`src/core/battery_state_alarm_params.svh`:
```
// constants for the battery state and alarm threshold block
`ifndef BATTERY_STATE_ALARM_PARAMS_SVH
`define BATTERY_STATE_ALARM_PARAMS_SVH
`define CMD_MAKER_PORT       8'h00
`define CMD_LOW_CAPACITY     8'h01
`define CMD_LOW_RUNTIME      8'h02
`define STATUS_STATE_LSB     8
`define STATUS_LOW_BYTE      8'h0A
`define SW_CFG_ZV            2'h0
`define SW_CFG_SHARED        2'h1
`define SW_CFG_PRECHG        2'h2
`define ALARM_FLAG_CAPACITY  16'h0200
`define ALARM_FLAG_RUNTIME   16'h0100
`define CFG_ADDR_RUNTIME_LO  9'h000
`define CFG_ADDR_RUNTIME_HI  9'h001
`define CFG_ADDR_CAPACITY_LO 9'h002
`define CFG_ADDR_CAPACITY_HI 9'h003
`define CFG_ADDR_DSG_DET_LO  9'h115
`define CFG_ADDR_DSG_DET_HI  9'h116
`endif

```
`src/core/battery_state_alarm_pkg.sv`:
```
// types for the battery state and alarm threshold block
`default_nettype none
package battery_state_alarm_pkg;
  typedef enum logic [3:0] {
    ST_WAKEUP      = 4'h0,
    ST_NORMAL      = 4'h1,
    ST_PRECHARGE   = 4'h3,
    ST_CHG_SUSPEND = 4'h4,
    ST_CHARGE      = 4'h5,
    ST_CHG_TERM    = 4'h7,
    ST_FAULT_TERM  = 4'h8,
    ST_PERM_FAIL   = 4'h9,
    ST_OVERCURRENT = 4'hA,
    ST_BATT_FAIL   = 4'hC,
    ST_SLEEP       = 4'hD,
    ST_SYS_PRESENT = 4'hE,
    ST_REMOVED     = 4'hF
  } state_code_t;
  typedef enum logic [1:0] {
    LD_RUNTIME  = 2'b00,
    LD_CAPACITY = 2'b01,
    LD_DONE     = 2'b11
  } load_state_t;
endpackage
`default_nettype wire

```
`src/core/battery_state_alarm_regs.sv`:
```
// battery state code, switch exceptions and alarm thresholds
//
// Overview of operation
// [RULE1] state code sits in status bits 11..8
// [RULE2] state field uses the documented state codes
// [RULE3] charge switch on above discharge detect current
// [RULE4] shared switch config turns charge switch on
// [RULE5] wake-up: zero-volt on, overdischarge off
// [RULE6] precharge/depleted-ac: config picks zero-volt or overdischarge
// [RULE7] charge state requests zero below precharge voltage
// [RULE8] fixed pack keeps failure-state switch on
// [RULE9] host writes and reads low capacity threshold
// [RULE10] capacity below threshold sends capacity alarm
// [RULE11] zero capacity threshold suppresses its alarm
// [RULE12] capacity threshold loads from config 0x02-0x03
// [RULE13] capacity threshold holds until host write
// [RULE14] capacity threshold unsigned, unit set by mode
// [RULE15] runtime below threshold sends runtime alarm
// [RULE16] zero runtime threshold suppresses its alarm
// [RULE17] runtime threshold loads from config 0x00-0x01
// [RULE18] runtime threshold holds until host write
// [RULE19] runtime threshold unsigned minutes
// [RULE20] alarms go out as master write word
// [RULE21] compare on each update, repeat while true
`include "battery_state_alarm_params.svh"
`default_nettype none
module battery_state_alarm_regs #(
  parameter int W = 16
) (
  // clock and reset
  input  wire logic         I_REF_CLK,
  input  wire logic         I_RST,
  // command port: word read and write by command code
  input  wire logic         i_cmd_wr,
  input  wire logic         i_cmd_rd,
  input  wire logic [7:0]   i_cmd_code,
  input  wire logic [W-1:0] i_cmd_wdata,
  output logic [W-1:0]      o_cmd_rdata,
  // configuration memory read port
  output logic [8:0]        o_cfg_addr,
  input  wire logic [7:0]   i_cfg_data,
  output logic              o_init_done,
  // gauge state inputs
  input  wire logic [3:0]   i_state_code,
  input  wire logic         i_depleted_ac,
  input  wire logic [1:0]   i_switch_configuration,
  input  wire logic         i_fixed_pack_option,
  input  wire logic         i_capacity_unit_mode,
  input  wire logic [1:0]   i_switch_status,
  input  wire logic [1:0]   i_fail_cause,
  input  wire logic         i_fail_charge_side,
  input  wire logic [W-1:0] i_discharge_current,
  input  wire logic         i_min_cell_below_pc,
  input  wire logic [W-1:0] i_charge_current_nominal,
  input  wire logic [W-1:0] i_capacity_left,
  input  wire logic         i_capacity_update,
  input  wire logic [W-1:0] i_mean_runtime_left,
  input  wire logic         i_runtime_update,
  // switch controls
  output logic              o_charge_switch,
  output logic              o_discharge_switch,
  output logic              o_zero_volt_charge_switch,
  output logic              o_overdischarge_switch,
  output logic [W-1:0]      o_requested_charge_current,
  // alarm broadcast request, write word as bus master
  output logic              o_alarm_broadcast,
  output logic [W-1:0]      o_alarm_word,
  input  wire logic         i_alarm_done
);

  logic [W-1:0] low_capacity_threshold;
  logic [W-1:0] low_runtime_threshold;
  logic [W-1:0] dsg_detect;
  logic [7:0]   cfg_lo;
  logic [2:0]   ld_step;
  battery_state_alarm_pkg::load_state_t ld_state;
  logic         alarm_pending;
  logic [W-1:0] alarm_flags;
  logic         cap_alarm;
  logic         rt_alarm;

  function automatic logic below(input logic [W-1:0] v, input logic [W-1:0] thr);
    below = (thr != '0) && (v < thr);
  endfunction

  // init sequence reads six config bytes, low byte first
  wire [8:0] cfg_addr_tbl [0:5];
  assign cfg_addr_tbl[0] = `CFG_ADDR_RUNTIME_LO;
  assign cfg_addr_tbl[1] = `CFG_ADDR_RUNTIME_HI;
  assign cfg_addr_tbl[2] = `CFG_ADDR_CAPACITY_LO;
  assign cfg_addr_tbl[3] = `CFG_ADDR_CAPACITY_HI;
  assign cfg_addr_tbl[4] = `CFG_ADDR_DSG_DET_LO;
  assign cfg_addr_tbl[5] = `CFG_ADDR_DSG_DET_HI;
  wire   loading = (ld_state != battery_state_alarm_pkg::LD_DONE);
  wire   ld_last = (ld_step == 3'd5);
  wire [W-1:0] cfg_word = {i_cfg_data, cfg_lo};

  // config memory answers combinationally for the address shown
  always_ff @(posedge I_REF_CLK or posedge I_RST) begin
    if (I_RST) begin
      ld_step  <= 3'd0;
      cfg_lo   <= 8'h00;
      ld_state <= battery_state_alarm_pkg::LD_RUNTIME;
    end else if (loading) begin
      cfg_lo  <= i_cfg_data;
      ld_step <= ld_last ? ld_step : ld_step + 3'd1;
      case (ld_state)
        battery_state_alarm_pkg::LD_RUNTIME:
          if (ld_step == 3'd1) ld_state <= battery_state_alarm_pkg::LD_CAPACITY;
        battery_state_alarm_pkg::LD_CAPACITY:
          if (ld_last) ld_state <= battery_state_alarm_pkg::LD_DONE;
        default: ld_state <= battery_state_alarm_pkg::LD_DONE;
      endcase
    end
  end
  assign o_cfg_addr  = cfg_addr_tbl[ld_step];
  assign o_init_done = !loading;

  wire wr_cap = i_cmd_wr && !loading && (i_cmd_code == `CMD_LOW_CAPACITY);
  wire wr_rt  = i_cmd_wr && !loading && (i_cmd_code == `CMD_LOW_RUNTIME);

  always_ff @(posedge I_REF_CLK or posedge I_RST) begin
    if (I_RST) begin
      low_capacity_threshold <= 16'h0000;
      low_runtime_threshold  <= 16'h0000;
      dsg_detect             <= 16'hFFFF;
    end else begin
      if (loading && ld_step == 3'd1) low_runtime_threshold <= cfg_word;   // [RULE17]
      else if (wr_rt) low_runtime_threshold <= i_cmd_wdata;                // [RULE18]
      if (loading && ld_step == 3'd3) low_capacity_threshold <= cfg_word;  // [RULE12]
      else if (wr_cap) low_capacity_threshold <= i_cmd_wdata;              // [RULE13]
      if (loading && ld_step == 3'd5) dsg_detect <= cfg_word;
    end
  end

  // status word: switches, fail cause, state code, fixed low byte
  wire [W-1:0] status_word = {i_switch_status, i_fail_cause, i_state_code, `STATUS_LOW_BYTE}; // [RULE1] [RULE2]

  always_ff @(posedge I_REF_CLK or posedge I_RST) begin
    if (I_RST) o_cmd_rdata <= 16'h0000;
    else if (i_cmd_rd) begin
      case (i_cmd_code)
        `CMD_MAKER_PORT:   o_cmd_rdata <= status_word;
        `CMD_LOW_CAPACITY: o_cmd_rdata <= low_capacity_threshold; // [RULE9] [RULE14]
        `CMD_LOW_RUNTIME:  o_cmd_rdata <= low_runtime_threshold;  // [RULE19]
        default:           o_cmd_rdata <= 16'h0000;
      endcase
    end
  end

  // switch table per state
  wire st_wake = (i_state_code == battery_state_alarm_pkg::ST_WAKEUP);
  wire st_pre  = (i_state_code == battery_state_alarm_pkg::ST_PRECHARGE);
  wire st_chg  = (i_state_code == battery_state_alarm_pkg::ST_CHARGE);
  wire st_norm = (i_state_code == battery_state_alarm_pkg::ST_NORMAL);
  wire st_fail = (i_state_code == battery_state_alarm_pkg::ST_BATT_FAIL) ||
                 (i_state_code == battery_state_alarm_pkg::ST_OVERCURRENT);
  wire dsg_hi  = (i_discharge_current > dsg_detect);
  wire cfg_zv  = (i_switch_configuration == `SW_CFG_ZV);
  wire cfg_sh  = (i_switch_configuration == `SW_CFG_SHARED);
  wire cfg_pc  = (i_switch_configuration == `SW_CFG_PRECHG);
  wire pre_like = st_pre || (i_depleted_ac && st_norm);

  wire next_chg = dsg_hi ||                                 // [RULE3]
                  ((st_wake || st_pre) && cfg_sh) ||        // [RULE4]
                  st_chg || (st_norm && !i_depleted_ac && !i_fail_charge_side) ||
                  (st_fail && !i_fail_charge_side && i_fixed_pack_option); // [RULE8]
  wire next_dsg = st_wake || st_pre || st_norm && !i_depleted_ac ||
                  (i_state_code == battery_state_alarm_pkg::ST_CHG_SUSPEND) ||
                  (i_state_code == battery_state_alarm_pkg::ST_CHG_TERM) ||
                  (i_state_code == battery_state_alarm_pkg::ST_FAULT_TERM) || st_chg ||
                  (st_fail && i_fail_charge_side && i_fixed_pack_option);  // [RULE8]
  wire next_zv  = (st_wake && (cfg_zv || cfg_pc)) || (pre_like && cfg_zv);  // [RULE5] [RULE6]
  wire next_od  = pre_like && cfg_pc;                                       // [RULE6]
  wire [W-1:0] next_cc = (st_chg && i_min_cell_below_pc) ? 16'h0000 : i_charge_current_nominal; // [RULE7]

  always_ff @(posedge I_REF_CLK or posedge I_RST) begin
    if (I_RST) begin
      o_charge_switch            <= 1'b0;
      o_discharge_switch         <= 1'b0;
      o_zero_volt_charge_switch  <= 1'b0;
      o_overdischarge_switch     <= 1'b0;
      o_requested_charge_current <= 16'h0000;
    end else begin
      o_charge_switch            <= next_chg;
      o_discharge_switch         <= next_dsg;
      o_zero_volt_charge_switch  <= next_zv;
      o_overdischarge_switch     <= next_od;
      o_requested_charge_current <= next_cc;
    end
  end

  // alarm compare on each update; held until the next update
  always_ff @(posedge I_REF_CLK or posedge I_RST) begin
    if (I_RST) begin
      cap_alarm <= 1'b0;
      rt_alarm  <= 1'b0;
    end else begin
      if (i_capacity_update) cap_alarm <= below(i_capacity_left, low_capacity_threshold);  // [RULE10] [RULE11] [RULE21]
      if (i_runtime_update)  rt_alarm  <= below(i_mean_runtime_left, low_runtime_threshold); // [RULE15] [RULE16] [RULE21]
    end
  end

  // a new update re-arms a broadcast while the condition persists, unless a request still waits for done
  wire upd = i_capacity_update || i_runtime_update;
  wire [W-1:0] next_flags = (cap_alarm ? `ALARM_FLAG_CAPACITY : 16'h0000) |
                            (rt_alarm  ? `ALARM_FLAG_RUNTIME  : 16'h0000);
  logic upd_d;
  always_ff @(posedge I_REF_CLK or posedge I_RST) begin
    if (I_RST) begin
      upd_d         <= 1'b0;
      alarm_pending <= 1'b0;
      alarm_flags   <= 16'h0000;
    end else begin
      upd_d <= upd;
      // a re-arm in the done cycle wins over the clear
      if (upd_d && next_flags != 16'h0000 && (!alarm_pending || i_alarm_done)) begin
        alarm_pending <= 1'b1;                        // [RULE21]
        alarm_flags   <= next_flags;
      end else if (i_alarm_done) alarm_pending <= 1'b0;
    end
  end
  assign o_alarm_broadcast = alarm_pending;             // [RULE20]
  assign o_alarm_word      = alarm_flags;
endmodule
`default_nettype wire

```
`config.mk`:
```
export PLATFORM = sky130hd
export DESIGN_NAME = battery_state_alarm_regs
export DESIGN_NICKNAME = d
export VERILOG_FILES = /design/src/core/battery_state_alarm_pkg.sv /design/src/core/battery_state_alarm_regs.sv
export VERILOG_INCLUDE_DIRS = /design/src /design/src/core
export SDC_FILE = /design/constraint.sdc
export NUM_CORES = 1
export LEC_CHECK = 0
export BUFFER_PORTS_ARGS = -buffer_cell sky130_fd_sc_hd__buf_2
export CAP_MARGIN = 20
export CORE_ASPECT_RATIO = 1.25
export CORE_MARGIN = 2
export CORE_UTILIZATION = 50
export DETAILED_ROUTE_END_ITERATION = 16
export HOLD_SLACK_MARGIN = 0.12
export PLACE_DENSITY_LB_ADDON = 0.25
export SYNTH_ARGS = -nofsm -noshare
export SYNTH_HDL_FRONTEND = slang
export SYNTH_SLANG_ARGS = --single-unit
```
`constraint.sdc`:
```
create_clock -name I_REF_CLK -period 9.4 [get_ports I_REF_CLK]
set_clock_uncertainty 0.1 [all_clocks]
set_input_delay 0.94 -clock I_REF_CLK [delete_from_list [all_inputs] [get_ports I_REF_CLK]]
set_output_delay 0.94 -clock I_REF_CLK [all_outputs]
set_load 0.02 [all_outputs]
```
# Word-level counts from Yosys, hierarchy flattened
# Memory sizes are Yosys's and may differ from the RTL's.
# Cells that the tools add are included.
# op_classes
n_reduce_logical	55
n_div	0
muxes	15
n_lt_le_gt_ge	4
shift	0
n_bitwise	3
multipliers	0
eq_ne	19
add_sub_neg	1
# op_table
operator	n
$mux W16	5
$pmux W16 S3	1
$reduce_bool A16 Y1	3
$lt A16 B16 Y1	2
$mux W9	3
$logic_and A1 B1 Y1	22
$logic_or A1 B1 Y1	17
$gt A16 B16 Y1	1
$eq A4 B3 Y1 const B	3
$eq A4 B4 Y1 const B	3
$mux W10	1
$or A10 B9 Y10	1
$eq A8 B1 Y1 const B	1
$eq A8 B2 Y1 const B	1
$logic_not A8 Y1	1
$ne A2 B2 Y1 const B	3
$reduce_bool A2 Y1	3
$eq A2 B1 Y1 const B	2
$eq A4 B1 Y1 const B	1
$eq A4 B2 Y1 const B	1
$ge A4 B4 Y1 const B	1
$logic_not A1 Y1	4
$logic_not A2 Y1	2
$logic_not A4 Y1	1
12 further kinds	14
# totals
mem_bits_ro	72
wordCells	115
mem_count	1
latch_bits	0
mem_bits_rw	0
ff_bits	117
# memory_table
name	depth	width	rd	rd_ports_with_merged_regs	write_ports	line	source
(name not given)	8	9	1	0	0	battery_state_alarm_regs.sv:116	assign o_cfg_addr = cfg_addr_tbl[ld_step];

# Depth between registers and ports, before layout
# logic_depth
depth_word	8
depth_mapped	9

# Worst setup path before layout
# Ideal clock, no wire load.
# synth_timing
path_kind	input -> register
startpoint	in i_capacity_left[13]
endpoint	reg cap_alarm
setup_slack_ps	6923
t_arrival_ps	2310
setup_ps	67
stages	6
required_time_ps	9233
cell_sequence	ha_1 a21o_1 a21o_1 a2111oi_0 o211a_1 a221o_1
# synth_via
elab_chain_cells	2
# synth_lines
item	line	source
start, declared	battery_state_alarm_regs.sv:55	input wire logic [W-1:0] i_capacity_left,
$lt A16 B16 Y1	battery_state_alarm_regs.sv:83	below = (thr != '0) && (v < thr);
$logic_and A1 B1 Y1	battery_state_alarm_regs.sv:83	
end signal, assigned	battery_state_alarm_regs.sv:199	if (i_capacity_update) cap_alarm <= below(i_capacity_left, low_capacity_threshold);
end, declared	battery_state_alarm_regs.sv:79	logic cap_alarm;
# No other way between the ends.
# A chain may end at the register's enable or synchronous reset.

# Final worst setup path
# layout_timing
startpoint	in i_cmd_code[0]
endpoint	reg low_capacity_threshold[3]
# layout_via
elab_chain_cells	3
# layout_lines
item	line	source
start, declared	battery_state_alarm_regs.sv:36	input wire logic [7:0] i_cmd_code,
$eq A8 B1 Y1	n/a	
$logic_and A1 B1 Y1	battery_state_alarm_regs.sv:119	wire wr_cap = i_cmd_wr && !loading && (i_cmd_code == `CMD_LOW_CAPACITY);
$reduce_bool A2 Y1 (no line)	n/a	
end signal, assigned	battery_state_alarm_regs.sv:130	if (loading && ld_step == 3'd3) low_capacity_threshold <= cfg_word;
end signal, assigned	battery_state_alarm_regs.sv:131	else if (wr_cap) low_capacity_threshold <= i_cmd_wdata;
end, declared	battery_state_alarm_regs.sv:71	logic [W-1:0] low_capacity_threshold;
# No other way between the ends.

==> results.toml <==
[run_status]
status = "completed"

[min_path]
hold_path.class = "flip-flop to flip-flop"

[synth]
main_synth_ff_type = "sky130_fd_sc_hd__dfrtp_1"
yosys.area.top_type_share_pct = 36.5
synth_area_sq_um = 5970
synth_sequential_area_ratio_pct = 43.5
synth_area_leaders = "sky130_fd_sc_hd__dfrtp_1, sky130_fd_sc_hd__ha_1, sky130_fd_sc_hd__dfstp_2"
synth.avg_cell_area_sq_um = 9.52
synth_enable_flop_cells = 0
synth_cell_types = 61
async_reset_ff_share_pct = 100
ys_warnings = 0
netlist.top_cell.by_area = "sky130_fd_sc_hd__dfrtp_1"
postSynthRegisterBits = 103
syn_inst = 627

[run]
max_cap_viol_count = 0

[routing]
post_drt_wl_per_cell_um = 15.3
drt_drc_violations_left = 0
maxUsedRoutingLayer = "met4"
routedLengthMet1_um = 6200
initialDrtViolationCount = 226
antenna_left = 0
met3_wirelength_um = 771
first_pass_iteration_count_of_the_detailed_router = 5
via_per_inst = 5.16
finalWirelength_um = 14400
detailroute.wirelength.met2_um = 7090
route.vias.total = 4855

[clock_tree]
postCtsSetupRepairBufs = 0
insertion_delay_of_the_later_clocked_pin_in_the_worst_skew_pair_ps = 340
cts_hold_buffers = 0
clock_path_buffers = 2
cts_tree = "yes"
clock_tree.root_cell = "sky130_fd_sc_hd__clkbuf_16"
tritoncts.num_buffers = 9
clock_sinks = 103
ctsResizeCount = 0
number_of_h_tree_levels = 3
clk_pin_slew_ps = 70

[sta]
rsz0062_at_grt = "false"
timing.final.hold_violations = 0
setup_total_negative_slack_ps = 0
period_needed_ps = 2730
slew-limit-headroom_pct = 26.7
timing.fmax_mhz = 366
worst_slew_pin_slew_ps = 1100
report.final.slew_viol_count = 0
finalSetupViolations = 0
min_period_over_period_pct = 29.1

[setup_path]
regToRegSetupSlack_ps = 6900
regToRegEndpoint = "low_capacity_threshold[3]"
worstSetupEndpointType = "flip-flop"
startpoint = "i_cmd_code[0]"
cp.arrival_ps = 2880
cp_data_required_time_ps = 9550
worst_r2r_startpoint = "ld_state[0]"
critical_path.endpoint = "low_capacity_threshold[3]"
worstRegToRegCells = 5
timing.critical_path.from_type = "primary input"
worst-setup-path-type = "primary input to flip-flop"
crit_fanout = 26

[pwr]
worst_ir_drop_vdd_v = 0.0000730
power_density_nw_per_um2 = 147
power.leakage_uw = 0.00364

[global_routing]
grt_pass1_vias = 4803
grt_use_total_pct = 22.8
number_of_antenna_violations_at_the_first_check_in_global_routing = 0
grt-ovfl-total = 0
grt_max_degree = 66
grt_pass1_wl_um = 23000

[floorplanning]
initial_utilization_pct = 51.4
floorplan.die.width_um = 102
die_h_um = 126
placement_rows = 44
core_area_sq_um = 11600
die_footprint_sq_um = 12800
number_of_primary_i_o_pins = 181

[final_layout]
area_growth_pct = 18.5
fillCellCount = 1026
final_layout_size_suffix_gt1_share_pct = 28.9
post-route-util_pct = 60.9
final_net_count = 941

[placement]
gpl.final_weighted_congestion = 0.868
place.port_buffers = 161
detailedPlacementHpwl_um = 11500
==> sequential cells by signal, summed over array words and instances (netlist names), 2 cells and up <==
register / cells
low_runtime_threshold: 16
dsg_detect: 16
o_cmd_rdata: 16
ld_step: 3
low_capacity_threshold: 16
ld_state: 2
o_requested_charge_current: 16
o_alarm_word: 2
cfg_lo: 8
==> synth_stat cells (all sizes together), types with 4 or more instances <==
cell type,instances
nand4,8
a21oi,38
mux2i,40
nor2b,8
o21ai,52
nand3,14
buf,29
o22ai,9
inv,71
ha,49
nor4,10
nand2b,4
clkbuf,16
nor2,32
a22o,6
nand2,71
dfstp,16
and2,18
dfrtp,87
a21o,10
==> worst min-delay path by stage <==
| stage | cells past startpoint | end | from | slack, ps |
|---|---|---|---|---|
| CTS | 1 | o_alarm_word[9] | o_alarm_word[9] | 400 |
| global placement | 1 | o_alarm_word[9] | o_alarm_word[9] | 360 |
| global route | 1 | o_alarm_word[9] | o_alarm_word[9] | 430 |
| detailed placement | 1 | o_alarm_word[9] | o_alarm_word[9] | 380 |
| finish | 1 | o_alarm_word[9] | o_alarm_word[9] | 380 |
| floorplan | 1 | ld_state[1] | ld_state[1] | 370 |
==> kinds of logic (layout without fill, tap and decap cells) <==
family | Yosys count | in the layout | share of synthesized area, %
XOR/XNOR | 3 | 3 | 0.440
flip-flops | 103 | 103 | 43.5
other | 1 | 19 | 0.0628
adder cells (fa/ha/maj) | 49 | 49 | 10.3
buffers and inverters | 116 | 251 | 9.43
AND/OR/NAND/NOR | 178 | 178 | 14.8
multiplexers | 41 | 41 | 6.89
AO/OA/AOI/OAI | 136 | 136 | 14.6
==> power by group <==
part,internal (uW),switching (uW),total [uW]
registers,475,26.9,502
logic,73.7,101,175
clock network,186,179,365
==> layout make-up <==
class,instances,area [sq um],area share [%]
multi-input cells,425,2880,40.7
flip-flops and latches,103,2600,36.7
repair buffers,164,836,11.8
inverters,71,269,3.80
clock buffers,9,225,3.18
well taps,161,201,2.85
clock inverters,7,63.8,0.902
diodes,1,2.50,0.0354
==> worst max-delay path: stages <==
cell	delay, ps
sky130_fd_sc_hd__buf_2	220
sky130_fd_sc_hd__nor2b_1	900
sky130_fd_sc_hd__a31oi_2	350
sky130_fd_sc_hd__buf_8	260
sky130_fd_sc_hd__o21ai_0	220
==> per-layer routing <==
metal | GRT usage [%] | vias to the layer above
li1 | - | 2406
met1 | 29.4 | 2284
met2 | 37.5 | 139
met3 | 5.60 | 26
met4 | 7.63 | 0
met5 | 0 | -
==> cell usage in the layout (no fill, tap or decap), drive strengths merged, types with 2 or more instances in the layout <==
| cell type | instances |
|---|---|
| nor2b | 8 |
| conb | 18 |
| dfrtp | 87 |
| a21o | 10 |
| or4 | 2 |
| and3 | 2 |
| and4 | 2 |
| o22ai | 9 |
| nand2b | 4 |
| and2 | 18 |
| nor3 | 2 |
| mux2i | 40 |
| a211oi | 2 |
| inv | 75 |
| nand3 | 14 |
| o211ai | 2 |
| a21oi | 38 |
| clkbuf | 9 |
| o2111ai | 2 |
| clkinvlp | 2 |
| ha | 49 |
| o31ai | 2 |
| a22o | 6 |
| nand2 | 71 |
| o21ai | 52 |
| xor2 | 2 |
| nor2 | 32 |
| nor4 | 10 |
| nand4 | 8 |
| buf | 164 |
| dfstp | 16 |
==> through the flow <==
stage | instance area (sq um) | total power, uW | setup slack (ps) | instances | hold slack [ps]
floorplan | 6040 | 618 | 5680 | 644 | 371
global placement | 6770 | 674 | 6110 | 923 | 359
detailed placement | 6770 | 685 | 6070 | 923 | 381
CTS | 7060 | 1050 | 6410 | 939 | 397
global route | 7070 | 1090 | 6500 | 940 | 427
finish | 7080 | 1040 | 6670 | 941 | 384
(Power assumes the default switching activity.)
